===== config.mk =====
export PLATFORM = sky130hd
export DESIGN_NAME = cisx_core
export DESIGN_NICKNAME = d
export VERILOG_FILES = /design/src/rtl/cisx_core.v /design/src/rtl/cisx_regfile.v
export VERILOG_INCLUDE_DIRS = /design/src /design/src/rtl
export SDC_FILE = /design/constraint.sdc
export NUM_CORES = 2
export LEC_CHECK = 0
export ABC_AREA = 0
export BUFFER_PORTS_ARGS = -buffer_cell sky130_fd_sc_hd__buf_2
export CAP_MARGIN = 10
export CORE_AREA = 8 8 320 322
export CTS_BUF_LIST = sky130_fd_sc_hd__clkbuf_4 sky130_fd_sc_hd__clkbuf_8
export DETAILED_ROUTE_END_ITERATION = 8
export DIE_AREA = 0 0 328 330
export PLACE_DENSITY_LB_ADDON = 0.2
export SYNTH_ARGS = -nofsm -noshare
export SYNTH_HDL_FRONTEND = slang
export SYNTH_SLANG_ARGS = --single-unit

===== constraint.sdc =====
create_clock -name clk_i -period 5.95 [get_ports clk_i]
set_input_delay 0.595 -clock clk_i [delete_from_list [all_inputs] [get_ports clk_i]]
set_output_delay 0.595 -clock clk_i [all_outputs]
set_load 0.05 [all_outputs]

===== src/rtl/cisx_map.vh =====
// offsets, field positions, codes and reset values of the instruction executor
// How it works
// - subroutine_jump first pushes program counter plus one onto the return stack.
// - subroutine_jump loads its 11-bit immediate into program counter bits 10..0.
// - subroutine_jump takes pc 12..11 from latch bits 4..3; two cycles total.
// - watchdog_kick resets the watchdog counter to zero.
// - watchdog_kick also clears the watchdog prescaler in the same operation.
// - watchdog_kick sets expiry and sleep-entry flags; other flags unchanged.
// - invert_file complements file register into accumulator or file; updates zero flag.
// - zero_file clears file register 0..127 and always sets the zero flag.
// - file_minus_one subtracts one from the file register and updates zero flag.
// - file_minus_one with destination 0 writes accumulator, file register untouched.
// - file_minus_one with destination 1 writes file register, accumulator untouched.
// - zero_accumulator clears accumulator, sets zero flag, touches no file register.
`ifndef CISX_MAP_VH
`define CISX_MAP_VH

// register byte offsets
`define CISX_ADR_INSTR      12'h000
`define CISX_ADR_STATUS     12'h004
`define CISX_ADR_ACC        12'h008
`define CISX_ADR_PC         12'h00C
`define CISX_ADR_LATCH      12'h010
`define CISX_ADR_STACK      12'h014
// return stack window: byte address 0x040 + 4 * entry
`define CISX_STACK_TAG      7'h02
// file registers: byte address 0x200 + 4 * index
`define CISX_FILE_TAG       3'h1

// instruction word fields
`define CISX_OP_HI          18
`define CISX_OP_LO          16
`define CISX_DEST_BIT       15
`define CISX_K_HI           10
`define CISX_F_HI           6
`define CISX_LATCH_HI       4
`define CISX_LATCH_LO       3
`define CISX_BUSY_BIT       31

// operation codes
`define CISX_OP_NONE        3'h0
`define CISX_OP_JUMP        3'h1
`define CISX_OP_KICK        3'h2
`define CISX_OP_INVERT      3'h3
`define CISX_OP_ZERO_F      3'h4
`define CISX_OP_MINUS       3'h5
`define CISX_OP_ZERO_A      3'h6

// status bit positions
`define CISX_ST_ZERO        2
`define CISX_ST_SLEEP       3
`define CISX_ST_EXPIRY      4

// reset values
`define CISX_INSTR_RST      32'h00000000
`define CISX_STATUS_RST     8'h18
`define CISX_ACC_RST        8'h00
`define CISX_PC_RST         13'h0000
`define CISX_LATCH_RST      5'h00
`define CISX_SP_RST         3'h0

`endif


===== src/rtl/cisx_core.v =====
// six-instruction executor with classic wishbone register slave
//
// Added by the designer: the register addresses and the Wishbone register port.
`timescale 1ns/1ps
`include "cisx_map.vh"
module cisx_core (
   input  wire        clk_i,
   input  wire        rst_i,
   input  wire        wb_cyc_i,
   input  wire        wb_stb_i,
   input  wire        wb_we_i,
   input  wire [11:0] wb_adr_i,
   input  wire [3:0]  wb_sel_i,
   input  wire [31:0] wb_dat_i,
   output wire [31:0] wb_dat_o,
   output wire        wb_ack_o,
   output wire [12:0] pc_o,
   output wire [7:0]  acc_o,
   output wire [7:0]  status_o,
   output wire [12:0] stack_top_o,
   output wire        wdt_clear_o,
   output wire        wdt_presc_clear_o,
   output wire        busy_o
);

   localparam S_IDLE  = 2'b00;
   localparam S_EXEC  = 2'b01;
   localparam S_JUMP2 = 2'b10;

   reg  [1:0]  state_ff;
   reg  [1:0]  nxt_state;
   reg  [31:0] instr_ff;
   reg  [31:0] nxt_instr;
   reg  [7:0]  status_ff;
   reg  [7:0]  nxt_status;
   reg  [7:0]  acc_ff;
   reg  [7:0]  nxt_acc;
   reg  [12:0] pc_ff;
   reg  [12:0] nxt_pc;
   reg  [4:0]  latch_ff;
   reg  [4:0]  nxt_latch;
   reg  [2:0]  sp_ff;
   reg  [2:0]  nxt_sp;
   reg  [12:0] stack_ff [0:7];
   reg  [12:0] top_ff;
   reg  [12:0] nxt_top;
   reg         push;
   reg  [31:0] dat_ff;
   reg  [31:0] nxt_dat;
   reg         ack_ff;
   reg         nxt_ack;
   reg         wdt_clr_ff;
   reg         nxt_wdt_clr;
   reg         presc_clr_ff;
   reg         nxt_presc_clr;
   reg         busy_ff;
   reg         nxt_busy;
   reg         f_we;
   reg  [7:0]  f_wdata;
   reg  [6:0]  f_waddr;
   reg  [31:0] merged;
   reg  [7:0]  result;
   integer     j;

   wire        req;
   wire        bus_ok;
   wire        file_hit;
   wire [6:0]  bus_index;
   wire [2:0]  op;
   wire        dest;
   wire [6:0]  f_addr;
   wire [10:0] k_imm;
   wire [6:0]  rd_addr;
   wire [7:0]  rd_data;
   wire [31:0] instr_rd;
   wire [31:0] stack_rd;
   wire        stack_hit;
   wire [2:0]  stack_index;
   wire [12:0] entry_rd;
   wire        res_zero;

   // byte-lane merge of a write into an old value
   function [31:0] cisx_merge;
      input [31:0] old_v;
      input [31:0] new_v;
      input [3:0]  sel_v;
      integer      i;
      begin
         cisx_merge = old_v;
         for (i = 0; i < 4; i = i + 1) begin
            if (sel_v[i]) begin
               cisx_merge[i*8 +: 8] = new_v[i*8 +: 8];
            end
         end
      end
   endfunction

   assign req       = wb_cyc_i & wb_stb_i & ~ack_ff;
   // bus stalls while an instruction runs
   assign bus_ok    = req & (state_ff == S_IDLE);
   assign file_hit  = (wb_adr_i[11:9] == `CISX_FILE_TAG);
   assign bus_index = wb_adr_i[8:2];
   assign op        = instr_ff[`CISX_OP_HI:`CISX_OP_LO];
   assign dest      = instr_ff[`CISX_DEST_BIT];
   assign f_addr    = instr_ff[`CISX_F_HI:0];
   assign k_imm     = instr_ff[`CISX_K_HI:0];
   assign rd_addr   = (state_ff == S_EXEC) ? f_addr : bus_index;
   assign instr_rd  = {busy_ff, instr_ff[`CISX_BUSY_BIT-1:0]};
   assign stack_rd  = {13'h0000, sp_ff, 3'h0, top_ff};
   assign res_zero  = (result == 8'h00);

   // return stack window, one entry a word
   assign stack_hit   = (wb_adr_i[11:5] == `CISX_STACK_TAG);
   assign stack_index = wb_adr_i[4:2];
   assign entry_rd    = stack_ff[stack_index];

   cisx_regfile u_regfile (
      .clk_i     (clk_i),
      .wr_en_i   (f_we),
      .wr_addr_i (f_waddr),
      .wr_data_i (f_wdata),
      .rd_addr_i (rd_addr),
      .rd_data_o (rd_data)
   );

   // result of the data operations
   always @* begin
      case (op)
         `CISX_OP_INVERT: begin
            result = ~rd_data;
         end
         `CISX_OP_ZERO_F: begin
            result = 8'h00;
         end
         `CISX_OP_MINUS: begin
            result = rd_data - 8'h01;
         end
         `CISX_OP_ZERO_A: begin
            result = 8'h00;
         end
         default: begin
            result = 8'h00;
         end
      endcase
   end

   always @* begin
      nxt_state     = state_ff;
      nxt_instr     = instr_ff;
      nxt_status    = status_ff;
      nxt_acc       = acc_ff;
      nxt_pc        = pc_ff;
      nxt_latch     = latch_ff;
      nxt_sp        = sp_ff;
      nxt_top       = top_ff;
      push          = 1'b0;
      nxt_dat       = dat_ff;
      nxt_ack       = 1'b0;
      nxt_wdt_clr   = 1'b0;
      nxt_presc_clr = 1'b0;
      f_we          = 1'b0;
      f_waddr       = f_addr;
      f_wdata       = 8'h00;
      merged        = 32'h00000000;

      // register slave, answers one cycle after the request
      if (bus_ok) begin
         nxt_ack = 1'b1;
         nxt_dat = 32'h00000000;
         if (file_hit) begin
            nxt_dat = {24'h000000, rd_data};
            if (wb_we_i && wb_sel_i[0]) begin
               f_we    = 1'b1;
               f_waddr = bus_index;
               f_wdata = wb_dat_i[7:0];
            end
         end else if (stack_hit) begin
            nxt_dat = {19'h00000, entry_rd};
         end else begin
            case (wb_adr_i)
               `CISX_ADR_INSTR: begin
                  nxt_dat = instr_rd;
                  if (wb_we_i) begin
                     merged    = cisx_merge(instr_ff, wb_dat_i, wb_sel_i);
                     nxt_instr = merged;
                     if (merged[`CISX_OP_HI:`CISX_OP_LO] != `CISX_OP_NONE) begin
                        nxt_state = S_EXEC;
                     end
                  end
               end
               `CISX_ADR_STATUS: begin
                  nxt_dat = {24'h000000, status_ff};
                  if (wb_we_i) begin
                     merged     = cisx_merge({24'h000000, status_ff}, wb_dat_i, wb_sel_i);
                     nxt_status = merged[7:0];
                  end
               end
               `CISX_ADR_ACC: begin
                  nxt_dat = {24'h000000, acc_ff};
                  if (wb_we_i) begin
                     merged  = cisx_merge({24'h000000, acc_ff}, wb_dat_i, wb_sel_i);
                     nxt_acc = merged[7:0];
                  end
               end
               `CISX_ADR_PC: begin
                  nxt_dat = {19'h00000, pc_ff};
                  if (wb_we_i) begin
                     merged = cisx_merge({19'h00000, pc_ff}, wb_dat_i, wb_sel_i);
                     nxt_pc = merged[12:0];
                  end
               end
               `CISX_ADR_LATCH: begin
                  nxt_dat = {27'h0000000, latch_ff};
                  if (wb_we_i) begin
                     merged    = cisx_merge({27'h0000000, latch_ff}, wb_dat_i, wb_sel_i);
                     nxt_latch = merged[4:0];
                  end
               end
               `CISX_ADR_STACK: begin
                  nxt_dat = stack_rd;
               end
               default: begin
                  nxt_dat = 32'h00000000;
               end
            endcase
         end
      end

      // instruction execution
      case (state_ff)
         S_IDLE: begin
         end
         S_EXEC: begin
            nxt_state = S_IDLE;
            nxt_pc    = pc_ff + 13'h0001;
            case (op)
               `CISX_OP_JUMP: begin
                  push      = 1'b1;
                  nxt_top   = pc_ff + 13'h0001;
                  nxt_sp    = sp_ff + 3'h1;
                  nxt_pc    = pc_ff;
                  nxt_state = S_JUMP2;
               end
               `CISX_OP_KICK: begin
                  nxt_wdt_clr               = 1'b1;
                  nxt_presc_clr             = 1'b1;
                  nxt_status[`CISX_ST_EXPIRY] = 1'b1;
                  nxt_status[`CISX_ST_SLEEP]  = 1'b1;
               end
               `CISX_OP_INVERT: begin
                  nxt_status[`CISX_ST_ZERO] = res_zero;
                  if (dest) begin
                     f_we    = 1'b1;
                     f_wdata = result;
                  end else begin
                     nxt_acc = result;
                  end
               end
               `CISX_OP_ZERO_F: begin
                  f_we    = 1'b1;
                  f_wdata = result;
                  nxt_status[`CISX_ST_ZERO] = 1'b1;
               end
               `CISX_OP_MINUS: begin
                  nxt_status[`CISX_ST_ZERO] = res_zero;
                  if (dest) begin
                     f_we    = 1'b1;
                     f_wdata = result;
                  end else begin
                     nxt_acc = result;
                  end
               end
               `CISX_OP_ZERO_A: begin
                  nxt_acc = result;
                  nxt_status[`CISX_ST_ZERO] = 1'b1;
               end
               default: begin
               end
            endcase
         end
         S_JUMP2: begin
            nxt_pc    = {latch_ff[`CISX_LATCH_HI:`CISX_LATCH_LO], k_imm};
            nxt_state = S_IDLE;
         end
         default: begin
            nxt_state = S_IDLE;
         end
      endcase

      nxt_busy = (nxt_state != S_IDLE);
   end

   // return stack entries, cleared so the window never reads unknowns
   always @(posedge clk_i) begin
      if (rst_i) begin
         for (j = 0; j < 8; j = j + 1) begin
            stack_ff[j] <= `CISX_PC_RST;
         end
      end else if (push) begin
         stack_ff[sp_ff] <= nxt_top;
      end
   end

   always @(posedge clk_i) begin
      if (rst_i) begin
         state_ff     <= S_IDLE;
         instr_ff     <= `CISX_INSTR_RST;
         status_ff    <= `CISX_STATUS_RST;
         acc_ff       <= `CISX_ACC_RST;
         pc_ff        <= `CISX_PC_RST;
         latch_ff     <= `CISX_LATCH_RST;
         sp_ff        <= `CISX_SP_RST;
         top_ff       <= `CISX_PC_RST;
         dat_ff       <= 32'h00000000;
         ack_ff       <= 1'b0;
         wdt_clr_ff   <= 1'b0;
         presc_clr_ff <= 1'b0;
         busy_ff      <= 1'b0;
      end else begin
         state_ff     <= nxt_state;
         instr_ff     <= nxt_instr;
         status_ff    <= nxt_status;
         acc_ff       <= nxt_acc;
         pc_ff        <= nxt_pc;
         latch_ff     <= nxt_latch;
         sp_ff        <= nxt_sp;
         top_ff       <= nxt_top;
         dat_ff       <= nxt_dat;
         ack_ff       <= nxt_ack;
         wdt_clr_ff   <= nxt_wdt_clr;
         presc_clr_ff <= nxt_presc_clr;
         busy_ff      <= nxt_busy;
      end
   end

   assign wb_dat_o          = dat_ff;
   assign wb_ack_o          = ack_ff;
   assign pc_o              = pc_ff;
   assign acc_o             = acc_ff;
   assign status_o          = status_ff;
   assign stack_top_o       = top_ff;
   assign wdt_clear_o       = wdt_clr_ff;
   assign wdt_presc_clear_o = presc_clr_ff;
   assign busy_o            = busy_ff;

endmodule // cisx_core


===== src/rtl/cisx_regfile.v =====
// file register array, one write port and one asynchronous read port
`timescale 1ns/1ps
module cisx_regfile (
   input  wire       clk_i,
   input  wire       wr_en_i,
   input  wire [6:0] wr_addr_i,
   input  wire [7:0] wr_data_i,
   input  wire [6:0] rd_addr_i,
   output wire [7:0] rd_data_o
);

   reg [7:0] mem_ff [0:127];

   always @(posedge clk_i) begin
      if (wr_en_i) begin
         mem_ff[wr_addr_i] <= wr_data_i;
      end
   end

   assign rd_data_o = mem_ff[rd_addr_i];

endmodule // cisx_regfile


# Word-level counts from Yosys, hierarchy flattened
# Memories as Yosys holds them, arrays and structs flattened.
# Cells that the tools add are included.
[word_totals]
register_bits = 118
word_cells = 152
output_inout_bits = 78
memories = 2
in_bits = 53
ramBits = 1128
[op_classes]
n_mux = 77
add_sub_neg = 3
bitwise = 8
n_eq_ne = 19
reduce_logical = 25
[mem_list]
columns = ["name", "words", "word_bits", "read_ports", "rd_ports_with_merged_regs", "write_ports", "line", "rtl"]
rows = [
  ["u_regfile.mem_ff", 128, 8, 1, 0, 1, "cisx_regfile.v:12", "reg [7:0] mem_ff [0:127];"],
  ["stack_ff", 8, 13, 1, 0, 8, "cisx_core.v:44", "reg [12:0] stack_ff [0:7];"],
]
[op_table]
columns = ["operator", "count"]
rows = [
  ["$pmux W32 S6", 1],
  ["$mux W8", 20],
  ["$mux W13", 9],
  ["$mux W32", 2],
  ["$pmux W8 S2", 3],
  ["$reduce_and A6 Y1", 6],
  ["$mux W5", 7],
  ["$mux W7", 4],
  ["$pmux W13 S2", 1],
  ["$eq A12 B4 Y1 const B", 2],
  ["$eq A12 B5 Y1 const B", 2],
  ["$reduce_bool A3 Y1", 6],
  ["$mux W1", 17],
  ["$mux W2", 8],
  ["$reduce_and A7 Y1", 2],
  ["$add A13 B1 Y13 const B", 1],
  ["$reduce_or A13 Y1", 1],
  ["$eq A12 B3 Y1 const B", 1],
  ["$logic_not A12 Y1", 1],
  ["$eq A3 B3 Y1 const B", 3],
  ["$logic_not A8 Y1", 1],
  ["$not A8 Y8", 1],
  ["$sub A8 B1 Y8 const B", 1],
  ["$eq A7 B2 Y1 const B", 1],
  ["other kinds (19)", 31],
]

# Logic depth before layout (Yosys ltp)
[logic_depth]
depth_word = 15
ltp_mapped = 22
mapped_depth_nobuf = 17

# Modules after synthesis
# A second synthesis with hierarchy kept.
[hier_totals]
hier_cells = 2639
area_unflattened_um2 = 50144.3
[by_module_without_submodules]
columns = ["module", "area_per_inst_um2", "instances", "seq_area_each_um2", "cells_each"]
rows = [
  ["cisx_regfile", 39505.4, 1, 30749.5, 1627],
  ["cisx_core", 10639.0, 1, 5485.3, 1012],
]

# Worst setup path after synthesis
# Ideal clock, no wire load.
[synth_timing]
path_kind = "reg2reg"
from = "reg state_ff[1]"
to = "mem u_regfile.mem_ff[0][6], data pin"
stages_incl_launch_ff = 21
setup_time_ns = 0.532
path_slack_ns = 0.105
required_time_ns = 5.418
n_path_buf = 5
t_arrival_ns = 5.313
period_less_slack_ns = 5.845
cell_sequence = "dfxtp_1 -> inv_1 -> ha_1 -> buf_6 -> mux2i_4 -> buf_4 -> buf_2 -> buf_2 -> buf_2 -> mux2i_1 -> o22ai_1 -> nor4_1 -> o32a_1 -> and3_1 -> nor2_1 -> inv_1 -> ha_1 -> o21ai_0 -> o41a_1 -> o21ai_2 -> a22o_1"
[synth_via]
elab_chain_len = 8
elab_cells_between_ends = 12
classes_between = "1 x add/sub; 1 x eq/ne; 6 x mux; 2 x bitwise; 1 x reduce/logical; 1 x memory"
[synth_rtl]
columns = ["element", "line", "rtl"]
rows = [
  ["start: declaration", "cisx_core.v:30", "reg [1:0] state_ff;"],
  ["start signal: assignment", "cisx_core.v:320", "state_ff <= nxt_state;"],
  ["$eq A2 B1 Y1", "cisx_core.v:107, cisx_core.v:230", ""],
  ["$mux W7", "cisx_core.v:107", "assign rd_addr = (state_ff == S_EXEC) ? f_addr : bus_index;"],
  ["$mem_v2 Z128 W8", "n/a", ""],
  ["$sub A8 B1 Y8 / $not A8 Y8 (equally long branches)", "cisx_core.v:136, cisx_core.v:130", ""],
  ["$pmux W8 S2", "cisx_core.v:128", "case (op)"],
  ["$mux W8", "cisx_core.v:252, cisx_core.v:266", ""],
  ["$pmux W8 S2", "cisx_core.v:236", "case (op)"],
  ["$mux W8 *", "cisx_core.v:230", "case (state_ff)"],
  ["named net f_wdata[6]", "cisx_core.v:59", "reg [7:0] f_wdata;"],
  ["end: declaration", "cisx_regfile.v:12", ""],
]
# The timed path passes the listed nets; every way through them passes the cells marked *.

# Final worst setup path
[layout_timing]
from = "reg state_ff[1]"
to = "mem u_regfile.mem_ff[13][4], data pin"
# Same word-level chain as after synthesis.

==> impl_metrics.env <==
export IMPL_outcome="finished, final reports clean"
export IMPL_ys_ff_latch=1246
export IMPL_fillers=7288
export IMPL_synth_edff_count=1128
export IMPL_htree_num_levels=4
export IMPL_period_share_pct=98.9
export IMPL_grt_pass1_vias=36900
export IMPL_grt_max_degree=86
export IMPL_core_um2=97400
export IMPL_relSlewSlack_pct=14.1
export IMPL_critPathArrivalTime_ns=6.41
export IMPL_fin_area_um2=60300
export IMPL_die_height_um=330
export IMPL_ir_drop_uv=305
export IMPL_avgSynthCellArea_um2=12.9
export IMPL_worstMarginPinSlew_ns=1.29
export IMPL_clk_pin_slew_ns=0.07
export IMPL_cts_root_buffer_cell="clkbuf_8"
export IMPL_syn_inst=4124
export IMPL_vias=38500
export IMPL_yosys_warnings=0
export IMPL_synth_top_area_cell="edfxtp_1"
export IMPL_area_delta_synth_final_pct=13.4
export IMPL_finish_utilization_pct=61.9
export IMPL_cts_sinks=1246
export IMPL_final_setup_worst_slack_ns=0.0651
export IMPL_routed_wl_um=172000
export IMPL_antenna_found_initial=8
export IMPL_drive_gt1_share_pct=16.5
export IMPL_synth_top_area_share_pct=63.7
export IMPL_synthFlopType="edfxtp_1"
export IMPL_post_cts_buffers=0
export IMPL_post_dp_cell_area_um2=56200
export IMPL_dp_hpwl_um=111000
export IMPL_routed_via_density=6.57
export IMPL_cts_tree="yes"
export IMPL_clk_latency_ns=0.90
export IMPL_critPathCaptureType="register"
export IMPL_synth_distinct_cells=97
export IMPL_clockBufferDepth=3
export IMPL_async_flop_share_pct=0
export IMPL_ctsResizeCount=0
export IMPL_dr_pass1_iters=6
export IMPL_cp_max_fo=76
export IMPL_drc=0
export IMPL_syn_cell_area_um2=53200
export IMPL_fp_dieW_um=328
export IMPL_start_kind="register"
export IMPL_wl_per_cell_um=29.4
export IMPL_crit_type="reg -> reg"
export IMPL_holdBufCountCts=27
export IMPL_drtIter0Drc=5272
export IMPL_hold_violations=0
export IMPL_powerDensity_nw_per_um2=292
export IMPL_grt_overflow_total=0
export IMPL_row_count=115
export IMPL_finalClockSkew_ns=0.0676
export IMPL_synth_nets=4183
export IMPL_ys_top_cells_by_area="edfxtp_1 64%, dfxtp_1 4.4%, nand2_1 3.9%"
export IMPL_initial_core_util_pct=54.6
export IMPL_pre_cts_slack_ns=0.211
export IMPL_tns_ns=0
export IMPL_fmax_mhz=170
export IMPL_hold_class="in -> reg"
export IMPL_grt_use_total_pct=31.1
export IMPL_ant_nets=0
export IMPL_ioPinCount=131
export IMPL_place_gp_congestion=0.943
export IMPL_nets=4455
export IMPL_grt_pass1_wl_um=248000
export IMPL_slew_violations=0
export IMPL_final_setup_viol_count=0
export IMPL_cp_required_ns=6.48
export IMPL_dieArea_um2=108000
export IMPL_drv_cap=0
export IMPL_numCtsBuffers=192
export IMPL_port_buffers=129
export IMPL_min_period_ns=5.88
export IMPL_p_leak_nw=20.1
export IMPL_seq_area_frac_synth_pct=68.2
export IMPL_grt_setup_unrepaired="false"
## critical path, cell delays in order (launching register included)
cell and delay (ns):
dfxtp_1 0.33, inv_1 0.11, ha_4 0.44, mux2i_4 0.38
buf_12 0.26, mux2i_1 0.47, o22ai_1 0.20, o311a_1 0.41
nor4_1 0.96, a31oi_1 0.21, inv_2 0.21, ha_1 0.20
inv_1 0.08, o211a_1 0.23, or3_1 0.42, a22o_4 0.27
buf_12 0.20
## flip-flops by register name, indices dropped and copies added (netlist names)
register	count
sp_ff	3
busy_o	1
stack_ff	104
acc_o	8
latch_ff	5
status_o	8
stack_top_o	13
state_ff	2
wb_ack_o	1
pc_o	13
instr_ff	31
wb_dat_o	32
wdt_presc_clear_o	1
u_regfile.mem_ff	1024
## cells in the final DEF, fill, tap and decap left out, types with 63 or more instances in the layout
master	Yosys	layout
dfxtp_1	118	116
nor3_1	81	80
nand3_1	68	68
clkbuf_8	0	203
mux2i_1	189	187
o22ai_1	128	128
buf_4	22	186
a21oi_1	331	331
buf_2	112	126
a22oi_1	98	98
nand2_1	554	554
nor2_1	432	431
edfxtp_1	1128	1128
o21ai_0	63	63
## metal layers
metal	routed length, µm	vias to the layer above	track usage (%)
met5	37	-	0
met1	63600	18900	41.1
li1	-	16300	-
met3	23500	507	9.45
met4	8900	6	14.9
met2	75800	2752	46.8
## power by group
part | internal, W | switching [W] | total [W]
Sequential | 0.00944 | 0.00000837 | 0.00945
Combinational | 0.000327 | 0.000708 | 0.00104
Clock | 0.00374 | 0.00340 | 0.00714
Total | 0.0135 | 0.00411 | 0.0176
## worst paths after layout
kind | start | to | slack, ns | cells past startpoint
setup / recovery | state_ff[1] | u_regfile.mem_ff[13][4] | 0.07 | 16
hold / removal | wb_dat_i[1] | instr_ff[1] | 0.09 | 3
setup reg to reg | state_ff[1] | u_regfile.mem_ff[13][4] | 0.07 | 16
hold reg to reg | instr_ff[13] | instr_ff[13] | 0.45 | 2
## cell usage after synthesis (12+ instances only)
cell	number
edfxtp_1	1128
mux4_2	50
clkbuf_1	128
a31oi_1	26
a22oi_1	98
nor4_1	38
or3_1	13
a21oi_1	331
o211ai_1	15
nor2b_1	14
buf_2	112
mux2i_1	189
o21ai_0	63
buf_1	21
a221oi_1	15
a211oi_1	56
nor3_1	81
dfxtp_1	118
inv_1	21
nand3_1	68
nand2b_1	40
and2_1	14
buf_4	22
nand2_1	554
o221ai_1	36
a21boi_0	28
nor2_1	432
o22ai_1	128
o31ai_1	18
or4_1	12
and3_1	16
## kinds of logic (layout without fill, tap and decap cells)
logic type	after synthesis	count (layout)	share of synthesized area [%]
and+or+nand+nor	1333	1333	10.9
adders and majority gates	6	6	0.141
muxes	253	253	6.03
xor gates and xnor gates	15	15	0.247
other	0	8	0
DFF	1246	1246	68.2
AOI/OAI and AO/OA	961	961	11.9
buffers and inverters	310	742	2.66
## through the flow
stage | instances | power, W | hold WS, ns
after floorplan | 4124 | 0.0102 | 0.436
after global placement | 5462 | 0.0106 | 0.442
after detailed placement | 5462 | 0.0106 | 0.448
after CTS | 5843 | 0.0176 | 0.00860
after global routing | 5844 | 0.0180 | 0.0606
final | 5851 | 0.0176 | 0.0928
## layout make-up
class / count / area, µm² / area share (%)
flip-flops and latches: 1246 / 36200 / 60.1
multi-input cells: 2568 / 15700 / 26.0
clock buffers: 260 / 3220 / 5.33
repair buffers: 365 / 2810 / 4.66
well taps: 1287 / 1610 / 2.67
clock inverters: 94 / 614 / 1.02
inverters: 23 / 86.3 / 0.143
diodes: 8 / 20.0 / 0.0332
No activity file was read; power rests on OpenSTA's default activity.
